File: src/rtl/npp_pkg.sv
// Shared definitions for the parallel programming port controller:
// pin encodings, command codes, request and pin carriers, timing counts.
// Assumes a single 125 MHz clock (8 ns period) drives all logic.
package npp_pkg;

	// Clock period in ns
	localparam int CLK_NS = 8;

	// Action select encodings (hi, lo)
	localparam logic [1:0] AS_ADDR = 2'h0;
	localparam logic [1:0] AS_DATA = 2'h1;
	localparam logic [1:0] AS_CMD = 2'h2;

	// Command codes loaded with AS_CMD
	localparam logic [7:0] CMD_NOP = 8'h00;
	localparam logic [7:0] CMD_READ_SIG = 8'h08;
	localparam logic [7:0] CMD_WRITE_FLASH = 8'h10;
	localparam logic [7:0] CMD_WRITE_EEPROM = 8'h11;
	localparam logic [7:0] CMD_WRITE_FUSE = 8'h40;
	localparam logic [7:0] CMD_CHIP_ERASE = 8'h80;

	// Pin timing figures as printed, in their own units
	localparam int T_DVXH_NS = 67;
	localparam int T_XHXL_NS = 150;
	localparam int T_XLXH_NS = 200;
	localparam int T_BVWL_NS = 67;
	localparam int T_WLWH_NS = 150;
	localparam int T_OLDV_NS = 250;
	localparam int T_OHDZ_NS = 250;
	localparam int T_WLRL_MAX_US = 1;
	localparam int T_WLRH_MAX_US = 4500;
	localparam int T_WLRH_CE_MAX_US = 9000;

	// Least times round up, longest times round down
	localparam int CYC_DVXH = (T_DVXH_NS + CLK_NS - 1) / CLK_NS;
	localparam int CYC_PULSE = (T_XHXL_NS + CLK_NS - 1) / CLK_NS;
	localparam int CYC_GAP = (T_XLXH_NS + CLK_NS - 1) / CLK_NS;
	localparam int CYC_BVWL = (T_BVWL_NS + CLK_NS - 1) / CLK_NS;
	localparam int CYC_WLWH = (T_WLWH_NS + CLK_NS - 1) / CLK_NS;
	localparam int CYC_OLDV = (T_OLDV_NS + CLK_NS - 1) / CLK_NS;
	localparam int CYC_OHDZ = (T_OHDZ_NS + CLK_NS - 1) / CLK_NS;
	localparam int CYC_WLRL = (T_WLRL_MAX_US * 1000) / CLK_NS;
	localparam int CYC_WLRH_MAX = (T_WLRH_MAX_US * 1000) / CLK_NS;
	localparam int CYC_WLRH_CE_MAX = (T_WLRH_CE_MAX_US * 1000) / CLK_NS;

	// Latency of the pin input synchroniser
	localparam int SYNC_STAGES = 2;

	// Operations offered on the user request port
	typedef enum logic [2:0] {
		OP_LOAD_CMD,
		OP_LOAD_ADDR_LO,
		OP_LOAD_ADDR_HI,
		OP_LOAD_DATA_LO,
		OP_LOAD_DATA_HI,
		OP_PAGE_LATCH,
		OP_WRITE,
		OP_READ
	} npp_op_t;

	typedef struct packed {
		npp_op_t op;
		logic selA;
		logic selB;
		logic [7:0] data;
	} npp_req_t;

	// Control pins driven toward the device
	typedef struct packed {
		logic actionSelectHi;
		logic actionSelectLo;
		logic byteSelectA;
		logic byteSelectB;
		logic pageLatchStrobe;
		logic loadStrobe;
		logic writeStrobe_n;
		logic outputEnable_n;
	} npp_pins_t;

	localparam npp_pins_t PINS_IDLE = 8'h03;

	typedef enum logic [3:0] {
		S_IDLE,
		S_SETUP,
		S_STROBE,
		S_HOLD,
		S_WR_SETUP,
		S_WR_LOW,
		S_WAIT_RDY,
		S_RD_WAIT,
		S_RD_REL
	} npp_state_t;

endpackage

File: src/rtl/npp_host.sv
// Host controller for a high-voltage parallel programming port: turns
// single user requests into timed pin sequences on the device pins.
// Assumes the device pins sit outside mclk's domain; the caller orders
// requests into full programming sequences.
//
// Functional notes
// - Data high byte loads with byte_select_a high, action 01, on load_strobe.
// - Page latch pulse with byte_select_a high copies data into page buffer.
// - Address high byte loads with action 00 and byte_select_a high.
// - Write pulse with byte_select_a low programs flash page; wait for ready.
// - Command 00 with action 10 ends page programming.
// - EEPROM page load: command 11, address high, then address/data/latch repeats.
// - Write pulse programs EEPROM page; next page waits for ready.
// - Fuse write: command 40, data, byte selects a=1 b=0, pulse, then a low.
// - Signature read: command 08, low address, output enable low, select a low.
// - Calibration read: output enable low with byte_select_a high.
// - Action 10 command, 00 address, 01 data, each on load_strobe.
// - Address low byte loads with action 00 and byte_select_a low.
`timescale 1ns/1ps
module npp_host
	import npp_pkg::*;
#(
	parameter int unsigned BUSY_MAX_CYC = CYC_WLRH_MAX,
	parameter int unsigned BUSY_CE_MAX_CYC = CYC_WLRH_CE_MAX
)
(
	input wire logic mclk,
	input wire logic rst_n,
	input wire logic reqValid,
	output logic reqReady,
	input wire npp_req_t req,
	output logic doneValid,
	output logic timeoutErr,
	output logic [7:0] rdData,
	output npp_pins_t pins,
	output logic [7:0] dataOut,
	output logic dataOe,
	input wire logic [7:0] dataIn,
	input wire logic readyBusy
);

	localparam int WAIT_MIN = CYC_WLRL + SYNC_STAGES;

	typedef struct packed {
		npp_state_t st;
		npp_op_t op;
		logic [20:0] cnt;
		npp_pins_t pins;
		logic [7:0] dataOut;
		logic dataOe;
		logic [7:0] rdData;
		logic eraseCmd;
		logic done;
		logic err;
	} npp_host_t;

	npp_host_t st_r;
	npp_host_t st_nxt;
	logic [8:0] syncOut;
	logic readySync;
	logic [7:0] dataSync;
	logic [20:0] busyLimit;

	npp_pin_sync u_sync (
		.mclk(mclk),
		.rst_n(rst_n),
		.pinIn({readyBusy, dataIn}),
		.pinOut(syncOut)
	);

	assign readySync = syncOut[8];
	assign dataSync = syncOut[7:0];

	// Erase runs twice as long, so the timeout follows the last command
	assign busyLimit = st_r.eraseCmd ? 21'(BUSY_CE_MAX_CYC + SYNC_STAGES)
		: 21'(BUSY_MAX_CYC + SYNC_STAGES);

	// Sequencer: one request at a time, each pin phase timed by cnt
	always_comb begin
		st_nxt = st_r;
		st_nxt.done = 1'b0;
		st_nxt.err = 1'b0;
		st_nxt.cnt = st_r.cnt + 21'h1;
		case (st_r.st)
			S_IDLE: begin
				st_nxt.cnt = '0;
				if (reqValid) begin
					st_nxt.op = req.op;
					st_nxt.dataOut = req.data; // Fuse bits pass as given
					st_nxt.dataOe = 1'b1;
					st_nxt.st = S_SETUP;
					case (req.op)
						OP_LOAD_CMD: begin
							{st_nxt.pins.actionSelectHi, st_nxt.pins.actionSelectLo} = AS_CMD;
							st_nxt.pins.byteSelectA = 1'b0;
							st_nxt.eraseCmd = (req.data == CMD_CHIP_ERASE);
						end
						OP_LOAD_ADDR_LO: begin
							{st_nxt.pins.actionSelectHi, st_nxt.pins.actionSelectLo} = AS_ADDR;
							st_nxt.pins.byteSelectA = 1'b0;
						end
						OP_LOAD_ADDR_HI: begin
							{st_nxt.pins.actionSelectHi, st_nxt.pins.actionSelectLo} = AS_ADDR;
							st_nxt.pins.byteSelectA = 1'b1;
						end
						OP_LOAD_DATA_LO: begin
							{st_nxt.pins.actionSelectHi, st_nxt.pins.actionSelectLo} = AS_DATA;
							st_nxt.pins.byteSelectA = 1'b0;
						end
						OP_LOAD_DATA_HI: begin
							{st_nxt.pins.actionSelectHi, st_nxt.pins.actionSelectLo} = AS_DATA;
							st_nxt.pins.byteSelectA = 1'b1;
						end
						OP_PAGE_LATCH: begin
							st_nxt.dataOe = 1'b0;
							st_nxt.pins.byteSelectA = 1'b1;
						end
						OP_WRITE: begin
							st_nxt.dataOe = 1'b0;
							st_nxt.pins.byteSelectA = req.selA;
							st_nxt.pins.byteSelectB = req.selB;
							st_nxt.st = S_WR_SETUP;
						end
						default: begin
							st_nxt.dataOe = 1'b0;
							st_nxt.pins.byteSelectA = req.selA;
							st_nxt.pins.outputEnable_n = 1'b0;
							st_nxt.st = S_RD_WAIT;
						end
					endcase
				end
			end
			S_SETUP: begin
				if (st_r.cnt >= 21'(CYC_DVXH - 1)) begin
					st_nxt.cnt = '0;
					st_nxt.st = S_STROBE;
					if (st_r.op == OP_PAGE_LATCH) begin
						st_nxt.pins.pageLatchStrobe = 1'b1;
					end else begin
						st_nxt.pins.loadStrobe = 1'b1;
					end
				end
			end
			S_STROBE: begin
				if (st_r.cnt >= 21'(CYC_PULSE - 1)) begin
					st_nxt.cnt = '0;
					st_nxt.pins.loadStrobe = 1'b0;
					st_nxt.pins.pageLatchStrobe = 1'b0;
					st_nxt.st = S_HOLD;
				end
			end
			S_HOLD: begin
				// Hold covers both data hold and the strobe low time
				if (st_r.cnt >= 21'(CYC_GAP - 1)) begin
					st_nxt.dataOe = 1'b0;
					st_nxt.done = 1'b1;
					st_nxt.st = S_IDLE;
				end
			end
			S_WR_SETUP: begin
				if (st_r.cnt >= 21'(CYC_BVWL - 1)) begin
					st_nxt.cnt = '0;
					st_nxt.pins.writeStrobe_n = 1'b0;
					st_nxt.st = S_WR_LOW;
				end
			end
			S_WR_LOW: begin
				// cnt keeps running from the falling edge of the write strobe
				if (st_r.cnt >= 21'(CYC_WLWH - 1)) begin
					st_nxt.pins.writeStrobe_n = 1'b1;
					st_nxt.st = S_WAIT_RDY;
				end
			end
			S_WAIT_RDY: begin
				// Busy may take 1 us to appear, so ready is ignored until then
				if (st_r.cnt >= 21'(WAIT_MIN) && readySync) begin
					st_nxt.done = 1'b1;
					st_nxt.pins.byteSelectA = 1'b0;
					st_nxt.pins.byteSelectB = 1'b0;
					st_nxt.st = S_IDLE;
				end else if (st_r.cnt >= busyLimit) begin
					st_nxt.done = 1'b1;
					st_nxt.err = 1'b1;
					st_nxt.pins.byteSelectA = 1'b0;
					st_nxt.pins.byteSelectB = 1'b0;
					st_nxt.st = S_IDLE;
				end
			end
			S_RD_WAIT: begin
				if (st_r.cnt >= 21'(CYC_OLDV + SYNC_STAGES - 1)) begin
					st_nxt.cnt = '0;
					st_nxt.rdData = dataSync;
					st_nxt.pins.outputEnable_n = 1'b1;
					st_nxt.st = S_RD_REL;
				end
			end
			S_RD_REL: begin
				// Let the device release the bus before anyone drives it
				if (st_r.cnt >= 21'(CYC_OHDZ - 1)) begin
					st_nxt.done = 1'b1;
					st_nxt.pins.byteSelectA = 1'b0;
					st_nxt.st = S_IDLE;
				end
			end
			default: begin
				st_nxt.st = S_IDLE;
				st_nxt.pins = PINS_IDLE;
				st_nxt.dataOe = 1'b0;
			end
		endcase
	end

	always_ff @(posedge mclk or negedge rst_n) begin
		if (!rst_n) begin
			st_r <= '{st: S_IDLE, op: OP_LOAD_CMD, cnt: '0, pins: PINS_IDLE, dataOut: 8'h00,
				dataOe: 1'b0, rdData: 8'h00, eraseCmd: 1'b0, done: 1'b0, err: 1'b0};
		end else begin
			st_r <= st_nxt;
		end
	end

	// New requests only between sequences, never while waiting for ready
	assign reqReady = (st_r.st == S_IDLE);
	assign doneValid = st_r.done;
	assign timeoutErr = st_r.err;
	assign rdData = st_r.rdData;
	assign pins = st_r.pins;
	assign dataOut = st_r.dataOut;
	assign dataOe = st_r.dataOe;

	// Checks on the pin sequences
	property p_dataHiSel;
		@(posedge mclk) disable iff (!rst_n)
		$rose(pins.loadStrobe) && st_r.op == OP_LOAD_DATA_HI
		|-> !pins.actionSelectHi && pins.actionSelectLo && pins.byteSelectA && dataOe;
	endproperty
	a_dataHiSel: assert property (p_dataHiSel)
		else $error("data high load with wrong selects");

	property p_latchSel;
		@(posedge mclk) disable iff (!rst_n)
		$rose(pins.pageLatchStrobe) |-> pins.byteSelectA && $past(pins.byteSelectA, 8);
	endproperty
	a_latchSel: assert property (p_latchSel)
		else $error("page latch without byte select a high");

	property p_addrHiSel;
		@(posedge mclk) disable iff (!rst_n)
		$rose(pins.loadStrobe) && st_r.op == OP_LOAD_ADDR_HI
		|-> !pins.actionSelectHi && !pins.actionSelectLo && pins.byteSelectA;
	endproperty
	a_addrHiSel: assert property (p_addrHiSel)
		else $error("address high load with wrong selects");

	property p_addrLoSel;
		@(posedge mclk) disable iff (!rst_n)
		$rose(pins.loadStrobe) && st_r.op == OP_LOAD_ADDR_LO
		|-> !pins.actionSelectHi && !pins.actionSelectLo && !pins.byteSelectA;
	endproperty
	a_addrLoSel: assert property (p_addrLoSel)
		else $error("address low load with wrong selects");

	property p_cmdSel;
		@(posedge mclk) disable iff (!rst_n)
		$rose(pins.loadStrobe) && st_r.op == OP_LOAD_CMD
		|-> pins.actionSelectHi && !pins.actionSelectLo && !pins.byteSelectA;
	endproperty
	a_cmdSel: assert property (p_cmdSel)
		else $error("command load with wrong selects");

	property p_strobeSetup;
		@(posedge mclk) disable iff (!rst_n)
		$rose(pins.loadStrobe) |-> $stable(dataOut) && $past(dataOe, 8) ##1 pins.loadStrobe[*8];
	endproperty
	a_strobeSetup: assert property (p_strobeSetup)
		else $error("load strobe setup or width too short");

	property p_writePulse;
		@(posedge mclk) disable iff (!rst_n)
		$fell(pins.writeStrobe_n) |-> $stable(pins.byteSelectA) ##1 !pins.writeStrobe_n[*8];
	endproperty
	a_writePulse: assert property (p_writePulse)
		else $error("write strobe pulse too short or selects moving");

	property p_busyQuiet;
		@(posedge mclk) disable iff (!rst_n)
		st_r.st == S_WAIT_RDY |-> !reqReady && pins.writeStrobe_n && !pins.loadStrobe;
	endproperty
	a_busyQuiet: assert property (p_busyQuiet)
		else $error("pin activity while waiting for ready");

	property p_pollDelay;
		@(posedge mclk) disable iff (!rst_n)
		doneValid && st_r.op == OP_WRITE |-> $past(st_r.cnt) >= 21'(WAIT_MIN);
	endproperty
	a_pollDelay: assert property (p_pollDelay)
		else $error("write finished before busy could appear");

	property p_timeout;
		@(posedge mclk) disable iff (!rst_n)
		st_r.st == S_WAIT_RDY && !readySync && st_r.cnt >= busyLimit |=> timeoutErr && doneValid;
	endproperty
	a_timeout: assert property (p_timeout)
		else $error("busy timeout not reported");

	property p_readNoDrive;
		@(posedge mclk) disable iff (!rst_n)
		!pins.outputEnable_n |-> !dataOe;
	endproperty
	a_readNoDrive: assert property (p_readNoDrive)
		else $error("host drives data while device output enabled");

	property p_fuseRelease;
		@(posedge mclk) disable iff (!rst_n)
		doneValid && st_r.op == OP_WRITE |-> !pins.byteSelectA && !pins.byteSelectB;
	endproperty
	a_fuseRelease: assert property (p_fuseRelease)
		else $error("byte select a not returned low after write");

endmodule

File: src/rtl/npp_pin_sync.sv
// Two-stage synchroniser for the data bus and ready_busy pin inputs.
// Assumes the inputs are asynchronous to mclk; only stage two is read.
`timescale 1ns/1ps
module npp_pin_sync
	import npp_pkg::*;
(
	input wire logic mclk,
	input wire logic rst_n,
	input wire logic [8:0] pinIn,
	output logic [8:0] pinOut
);

	typedef struct packed {
		logic [8:0] stage1;
		logic [8:0] stage2;
	} npp_sync_t;

	npp_sync_t sync_r;
	npp_sync_t sync_nxt;

	// Shift through both stages every edge
	always_comb begin
		sync_nxt = sync_r;
		sync_nxt.stage1 = pinIn;
		sync_nxt.stage2 = sync_r.stage1;
	end

	always_ff @(posedge mclk or negedge rst_n) begin
		if (!rst_n) begin
			sync_r <= '0;
		end else begin
			sync_r <= sync_nxt;
		end
	end

	assign pinOut = sync_r.stage2;

endmodule

File: config.mk
export PLATFORM = sky130hd
export DESIGN_NAME = npp_host
export DESIGN_NICKNAME = d
export VERILOG_FILES = /design/src/rtl/npp_pkg.sv /design/src/rtl/npp_host.sv /design/src/rtl/npp_pin_sync.sv
export SDC_FILE = /design/constraint.sdc
export NUM_CORES = 1
export LEC_CHECK = 0
export BUFFER_PORTS_ARGS = -buffer_cell sky130_fd_sc_hd__buf_4
export CORE_ASPECT_RATIO = 1.4
export CORE_MARGIN = 2
export CORE_UTILIZATION = 35
export DETAILED_ROUTE_END_ITERATION = 8
export GPL_ROUTABILITY_DRIVEN = 0
export PLACE_DENSITY = 0.56
export SLEW_MARGIN = 20
export SYNTH_ARGS = -nofsm -noshare
export SYNTH_HDL_FRONTEND = slang
export SYNTH_SLANG_ARGS = --single-unit
File: constraint.sdc
create_clock -name mclk -period 7.33 [get_ports mclk]
set_input_delay 0.3665 -clock mclk [delete_from_list [all_inputs] [get_ports mclk]]
set_output_delay 0.3665 -clock mclk [all_outputs]
set_load 0.005 [all_outputs]
[Yosys cells after proc, flatten, opt, wreduce, memory -nomap -nowiden]
Index checks and enable logic that the tools add are counted.
Storage, ports and cells
  flip-flop bits (word level): 74
  bits in latches: 0
  memory bits (writable): 0
  bits in read-only memories: 0
  output and inout bits: 28
  word-level logic and storage cells: 143
  memories: 0
Cells by class
  $add $sub $neg: 1
  multiply operators: 0
  div/mod/pow operators: 0
  order comparisons: 7
  equality and inequality tests: 30
  shifts and indexed selects: 0
  mux-type cells: 49
  bitwise operators: 7
  reduce and logical (&&, ||, !) cells: 30
Operator list (count)
  2-to-1 mux 21 bit: 4
  one-hot mux 21 bit (4 select lines): 1
  greater-or-equal comparator 21 x 5 -> 1 bit, second input constant: 3
  OR reduction 7 bit: 6
  2-to-1 mux 4 bit: 10
  one-hot mux 4 bit (9 select lines): 1
  != test 2 bit, second input constant: 11
  adder 21 x 1 -> 21 bit, second input constant: 1
  greater-or-equal comparator 21 bit: 1
  greater-or-equal comparator 21 x 4 -> 1 bit, second input constant: 1
  greater-or-equal comparator 21 x 6 -> 1 bit, second input constant: 1
  greater-or-equal comparator 21 x 7 -> 1 bit, second input constant: 1
  AND reduction 4 bit: 5
  equality test 4 x 3 -> 1 bit, second input constant: 4
  2-to-1 mux 1 bit: 15
  one-hot mux 1 bit (3 select lines): 5
  equality test 3 bit, second input constant: 4
  one-hot mux 2 bit (3 select lines): 2
  AND reduction 3 bit: 4
  OR reduction 6 bit: 2
  2-to-1 mux 10 bit: 1
  2-to-1 mux 2 bit: 5
  AND reduction 9 bit: 1
  equality test 4 x 2 -> 1 bit, second input constant: 2
  other kinds (22): 33

[Longest topological paths before layout]
Gate-level depths: netlist of the first run.
  depth in word-level cells: 5
  mapped depth: 9
  mapped depth without buffers: 8

[By module]
From an unflattened synthesis of the first run, not the netlist that was laid out.
Unflattened totals
  cell total of the unflattened synthesis: 378
  area, all modules: 4010.1 µm²
Modules (own cells, without submodules)
  npp_host: times used 1, cells an instance 360, area each 3559.7 µm², seq. area each 1403.8 µm²
  npp_pin_sync: times used 1, cells an instance 18, area each 450.4 µm², seq. area each 450.4 µm²

[Worst setup path before layout of the first run]
Ideal clock, no wire load.
  path type: register -> register
  start: register st_r[2] in the netlist's numbering
  end: register st_r[52] in the netlist's numbering
  setup time: 0.125 ns
  data arrival time: 2.340 ns
  required time: 7.205 ns
  path slack: 4.865 ns
  stages on the path, launching flop included: 9
  path buffers: 0
  period minus slack after synthesis: 2.465 ns
  cell sequence: dfrtp_1 inv_1 ha_1 a211oi_1 a21oi_1 o311a_1 a2111oi_4 a21bo_4 mux2_4
Between the ends
  longest elaborated chain between the ends: 4
RTL lines
  from (decl): RTL line npp_host.sv:57  | npp_host_t st_r;
  from (signal assigned): RTL line npp_host.sv:215  | st_r <= '{st: S_IDLE, op: OP_LOAD_CMD, cnt: '0, pins: PINS_IDLE, dataOut: 8'h00,
  from (signal assigned): RTL line npp_host.sv:218  | st_r <= st_nxt;
  2-to-1 mux 21 bit: RTL line npp_host.sv:75  | assign busyLimit = st_r.eraseCmd ? 21'(BUSY_CE_MAX_CYC + SYNC_STAGES)
  greater-or-equal comparator 21 bit: RTL line npp_host.sv:181  | end else if (st_r.cnt >= busyLimit) begin
  != test 3 bit (no source line)
  AND reduction 9 bit (no source line)
Every way passes these cells.
A chain may end at the register's enable or synchronous reset.

[Final worst setup path of the first run]
Same ends and word-level chain as after synthesis.

==> flow_summary_export.csv, run 1 <==
group,metric,value,unit
run_status,status,"complete, no violations",
global_route,grt.met3_usage,2.94,%
routing,drt-total-wl,8340,µm
logic_synthesis,yosys.cell_types.count,59,
worst_setup_path,startpoint_type,"flip-flop",
logic_synthesis,ys_ff_latch,74,
global_route,grt_pass1_wl,13900,µm
clock_tree,cts_setup_buffers,0,
logic_synthesis,syn_area_per_cell,9.86,µm²
placed_design,dp.final_hpwl,6180,µm
floorplanning,die_area,12200,µm²
global_route,grtUsageMet2,25.6,%
logic_synthesis,synth_area_leader_cell,"dfrtp_1",
clock_tree,ctsLongestPathBuffers,2,
floorplanning,initial_core_util,35.5,%
timing,slew_headroom,38.6,%
timing,rsz0062_at_grt,"false",
global_route,antenna_found_initial,0,
worst_hold_path,hold_path_class,"in -> reg",
timing,whs,135,ps
logic_synthesis,synth_edf_count,0,
timing,slew_violations,0,
timing,finalSetupTns,0,ps
logic_synthesis,synth.area.top_cells,"dfrtp_1, ha_1, nand2_1",
power_and_ir_drop,irDropWorstVdd,0.000122,V
cells_and_area,nFillCells,1150,
floorplanning,io_pins,53,
logic_synthesis,yosysSeqAreaShare,46.8,%
logic_synthesis,synth_top_area_share,45.5,%
clock_tree,cts_resized,0,
timing,min_period,2760,ps
timing,fin_worst_skew,8.76,ps
cells_and_area,layout_commonest_cell,"dfrtp_1",
timing,tightest_slew,921,ps
floorplanning,coreArea,11200,µm²
worst_setup_path,path_class,"reg -> reg",
cells_and_area,area.growth.synth_to_final,15.1,%
routing,dr.first_iter.drc_count,91,
floorplanning,die_x,93.9,µm
routing,firstDrtPassIters,4,
worst_setup_path,worst_ep_required_time,7550,ps
routing,vias,2882,
clock_tree,hold_buffers,0,
timing,finalHoldViolCount,0,
cells_and_area,multiInputGateArea,1780,µm²
logic_synthesis,syn-cell-area,3960,µm²
global_route,track_usage,14.5,%
global_route,grt_overflow,0,
placed_design,io_buffers,52,
global_route,grt-busiest-layer,"met2",
global_route,grt_max_degree,75,
routing,vias_per_cell,5.04,
clock_tree,htree_levels,3,
routing,drc_errors,0,
worst_setup_path,cp_max_fo,8,
logic_synthesis,ys_warn_count,0,
power_and_ir_drop,leakagePower,2.20,nW
cells_and_area,final_cell_mix,"dfrtp_1, nand2_1, buf_4",
cells_and_area,final_nets,465,
power_and_ir_drop,power_per_cell_area,194,nW/µm²
cells_and_area,fin_util,40.9,%
global_route,grt_pass1_vias,2797,
logic_synthesis,syn_inst,402,
cells_and_area,ff_latch_area,1850,µm²
logic_synthesis,async_flop_share,100,%
worst_setup_path,cp-end-kind,"flip-flop",
flow_run,max_cap_violations,0,
worst_setup_path,arrival,2970,ps
floorplanning,die_h,130,µm
clock_tree,clk_pin_slew,60,ps
logic_synthesis,ys.flop_type,"dfrtp_1",
cells_and_area,drive_above_1_share,22.0,%
clock_tree,numCtsBuffers,9,
timing,max_freq,363,MHz
clock_tree,clk_latency,330,ps
floorplanning,num_rows,46,
cells_and_area,n_antenna_cell,0,
clock_tree,cts_root_buf,"clkbuf_16",
global_route,grtUsageMet1,17.2,%
timing,fin_crit_sh,37.6,%
routing,drt.antenna.violating_nets,0,
timing,setup_violations,0,
clock_tree,clock-sinks,74,
logic_synthesis,synth_nets,444,
clock_tree,cts_tree,"built",
routing,avgRoutedWirePerCell,14.6,µm
power_and_ir_drop,finalPower,0.000886,W
[where the power goes]
group	internal, W	switching (W)	total, W
logic	0.00000980	0.0000131	0.0000229
clock network	0.000269	0.000180	0.000448
registers	0.000414	0.00000141	0.000415
[cell type report]
| type | count | area share [%] |
|---|---|---|
| Sequential cell | 74 | 40.6 |
| Inverter | 13 | 1.07 |
| Clock inverter | 7 | 1.78 |
| Clock buffer | 9 | 4.94 |
| Multi-Input combinational cell | 273 | 39.1 |
| Timing Repair Buffer | 52 | 8.56 |
| Tap cell | 144 | 3.95 |
[worst max-delay path: stages (launching register included)]
cell	delay (ps)
dfrtp_1	510
inv_1	230
ha_1	340
a211oi_1	210
a21oi_1	90
o311a_1	330
a2111oi_4	430
a21bo_4	210
mux2_4	290
[registers in the layout (all words and copies together), names as in the netlist]
name,flops
dataOut,8
rdData,8
timeoutErr,1
dataOe,1
u_sync.sync_nxt,9
st_r,29
doneValid,1
u_sync.pinOut,9
pins,8
[worst paths after layout]
kind | start | end | slack (ps) | cells after the start
setup / recovery | st_r[2] | st_r[52] | 4570 | 8
hold reg to reg | u_sync.sync_nxt[3] | u_sync.pinOut[3] | 350 | 0
hold / removal | dataIn[2] | u_sync.sync_nxt[2] | 130 | 1
min in group asynchronous | rst_n | st_r[32] | 170 | 1
setup reg to reg | st_r[2] | st_r[52] | 4570 | 8
max in group asynchronous | rst_n | dataOut[5] | 6560 | 1
[per-stage QoR]
stage,setup slack [ps],instances,area [µm²]
2_1_floorplan,4860,402,3960
3_5_place_dp,4580,556,4260
6_report,4570,572,4560
5_1_grt,4390,572,4560
3_3_place_gp,4660,556,4260
4_1_cts,4570,572,4560
[cells in the mapped netlist, types with 4 or more instances]
library cell / n
dfrtp_1: 72
nand2_1: 53
nor2_1: 44
buf_4: 26
a21oi_1: 17
ha_1: 17
o21ai_0: 17
nand3_1: 14
inv_1: 13
mux2_2: 11
xor2_1: 11
xnor2_1: 8
buf_2: 7
nor3_1: 7
and3_1: 6
clkbuf_1: 6
o31ai_1: 5
a32oi_1: 4
nor4_1: 4
nor4b_1: 4
[routing by layer]
layer | wire (µm) | vias up
li1 | - | 1426
met1 | 3450 | 1384
met2 | 4450 | 57
met3 | 274 | 15
met4 | 173 | 0
met5 | 0 | -
[logic make-up after synthesis]
logic type | after synthesis | synth area share, %
buffers and inverters | 55 | 8.27
multiplexers | 13 | 3.76
AO/OA/AOI/OAI | 69 | 12.8
flip-flops | 74 | 46.8
adder cells (fa/ha/maj) | 17 | 5.37
XOR/XNOR | 19 | 4.20
AND/OR/NAND/NOR | 155 | 18.9
(Power assumes the default switching activity.)
==> run 2, diff against run 1 <==
--- a/config.mk
+++ b/config.mk
@@ -11,7 +11,7 @@
 export CORE_UTILIZATION = 35
 export DETAILED_ROUTE_END_ITERATION = 8
 export GPL_ROUTABILITY_DRIVEN = 0
-export PLACE_DENSITY = 0.56
+export PLACE_DENSITY = 0.58
 export SLEW_MARGIN = 20
 export SYNTH_ARGS = -nofsm -noshare
 export SYNTH_HDL_FRONTEND = slang
==> constraint.sdc (replaced) <==
create_clock -name mclk -period 2.51 [get_ports mclk]
set_input_delay 0.1255 -clock mclk [delete_from_list [all_inputs] [get_ports mclk]]
set_output_delay 0.1255 -clock mclk [all_outputs]
set_load 0.005 [all_outputs]
==> run 2 against run 1 <==
  * Clock skew down 3.2 ps
  * Via count up 5.2%
  * Critical path depth unchanged
  * Highest routed layer unchanged
==> flow_summary_export.csv, run 2 (same netlist as run 1, synthesis figures left out) <==
group,metric,value,unit
run_status,status,"complete, no violations",
routing,avgRoutedWirePerCell,15.1,µm
global_route,track_usage,15.9,%
clock_tree,cts_tree,"built",
timing,slew_headroom,37.1,%
worst_setup_path,worst_ep_required_time,2740,ps
worst_setup_path,path_cells,"inv_2 > buf_4 > ha_1 > a41oi_1 > o21ai_0 > a2111oi_4 > a21bo_4 > mux2_4",
timing,min_period,2380,ps
worst_setup_path,arrival,2610,ps
global_route,grt.met3_usage,3.52,%
timing,finalHoldViolCount,0,
floorplanning,coreArea,11200,µm²
global_route,grt_pass1_vias,3016,
global_route,grtUsageMet2,27.1,%
global_route,grtUsageMet1,19.1,%
routing,drc_errors,0,
floorplanning,num_rows,46,
cells_and_area,final_nets,500,
clock_tree,clk_pin_slew,60,ps
power_and_ir_drop,leakagePower,2.35,nW
worst_hold_path,hold_path_class,"in -> reg",
power_and_ir_drop,power_per_cell_area,541,nW/µm²
clock_tree,cts_root_buf,"clkbuf_16",
global_route,grt_max_degree,75,
placed_design,place_inst,573,
global_route,grt-busiest-layer,"met2",
power_and_ir_drop,irDropWorstVdd,0.000350,V
cells_and_area,final_cell_mix,"dfrtp_1, buf_4, nand2_1",
cells_and_area,layout_commonest_cell,"dfrtp_1",
worst_setup_path,slowest_stage,"a2111oi_4",
clock_tree,clock-sinks,74,
clock_tree,htree_levels,3,
clock_tree,numCtsBuffers,9,
timing,slew_violations,0,
worst_setup_path,startpoint_type,"flip-flop",
routing,vias,3032,
routing,firstDrtPassIters,4,
timing,whs,42.4,ps
timing,tightest_slew,944,ps
timing,max_freq,420,MHz
global_route,grt_overflow,0,
cells_and_area,fin_cells,607,
clock_tree,clk_latency,350,ps
worst_setup_path,path_class,"reg -> reg",
global_route,antenna_found_initial,0,
cells_and_area,drive_above_1_share,24.4,%
global_route,grt_pass1_wl,15000,µm
cells_and_area,largest_register_ff_count,29,
timing,fin_crit_sh,94.8,%
cells_and_area,area.growth.synth_to_final,23.4,%
flow_run,max_cap_violations,0,
worst_setup_path,max_stage_delay,480,ps
worst_setup_path,cp_max_fo,6,
floorplanning,die_area,12200,µm²
floorplanning,die_x,93.9,µm
routing,drt.antenna.violating_nets,0,
timing,setup_violations,0,
power_and_ir_drop,finalPower,0.00264,W
floorplanning,io_pins,53,
placed_design,dp.final_hpwl,6460,µm
routing,vias_per_cell,5.00,
routing,drt-total-wl,9140,µm
timing,rsz0062_at_grt,"false",
floorplanning,initial_core_util,35.5,%
floorplanning,die_h,130,µm
worst_setup_path,cp-end-kind,"flip-flop",
cells_and_area,fin_util,43.8,%
routing,dr.first_iter.drc_count,113,
cells_and_area,regMostFlops,"st_r",
clock_tree,ctsLongestPathBuffers,2,
cells_and_area,n_antenna_cell,0,
placed_design,io_buffers,52,
timing,fin_worst_skew,5.60,ps
timing,finalSetupTns,0,ps
-- run 2: cell count changes in the layout (fill, tap and decap cells not counted), moves of 2 or more --
cell	delta
inv_8	+2
inv_6	-3
dlygate4sd3_1	+18
buf_4	+16
-- run 2: where the power goes --
part / switching [W] / internal (W)
registers: 0.00000421 / 0.00121
clock network: 0.000551 / 0.000790
logic: 0.0000443 / 0.0000470
total: 0.000599 / 0.00205
-- run 2: final cells by class --
class | count | area, µm²
repair buffers | 87 | 711
clock inverters | 7 | 86.3
fillers | 1098 | 6270
well taps | 144 | 180
multi-input cells | 273 | 1790
clock buffers | 9 | 225
inverters | 13 | 48.8
flip-flops and latches | 74 | 1850
-- run 2: timing repair --
action                                  in CTS  in global routing
resized for setup                            1                  1
endpoints found under the hold margin       89                  0
setup buffers                                0                  0
hold buffers                                18                  0
endpoints found under the setup margin       1                  3
pin swaps                                    0                  1
-- run 2: through the flow --
stage                     area, µm²  setup WS, ps
after floorplan                3960          44.8
after global placement         4400          69.3
after detailed placement       4400          9.83
after CTS                      4890          61.8
after global routing           4890          11.0
final                          4890           130
-- run 2: worst max-delay path: cells and delay by family, from the launching register on --
family,cells,cell delay [ps]
DFF,1,400
adders and majority gates,1,290
muxes,1,290
AOI/OAI and AO/OA,4,1050
buffers and inverters,2,230
-- run 2: final timing paths --
kind                                    start          endpoint  slack, ps  depth (start not counted)
max                                   st_r[2]          st_r[52]        130                          8
min                                    req[8]           pins[4]         40                          3
max reg2reg                           st_r[2]          st_r[52]        130                          8
min reg2reg                u_sync.sync_nxt[4]  u_sync.pinOut[4]        350                          0
max in group asynchronous               rst_n           pins[3]       1420                          2
min in group asynchronous               rst_n          st_r[54]        440                          2
-- run 2: per-layer routing --
layer	vias to the layer above	wire [µm]
li1	1486	-
met1	1471	3860
met2	60	4730
met3	15	326
met4	0	224
met5	-	0
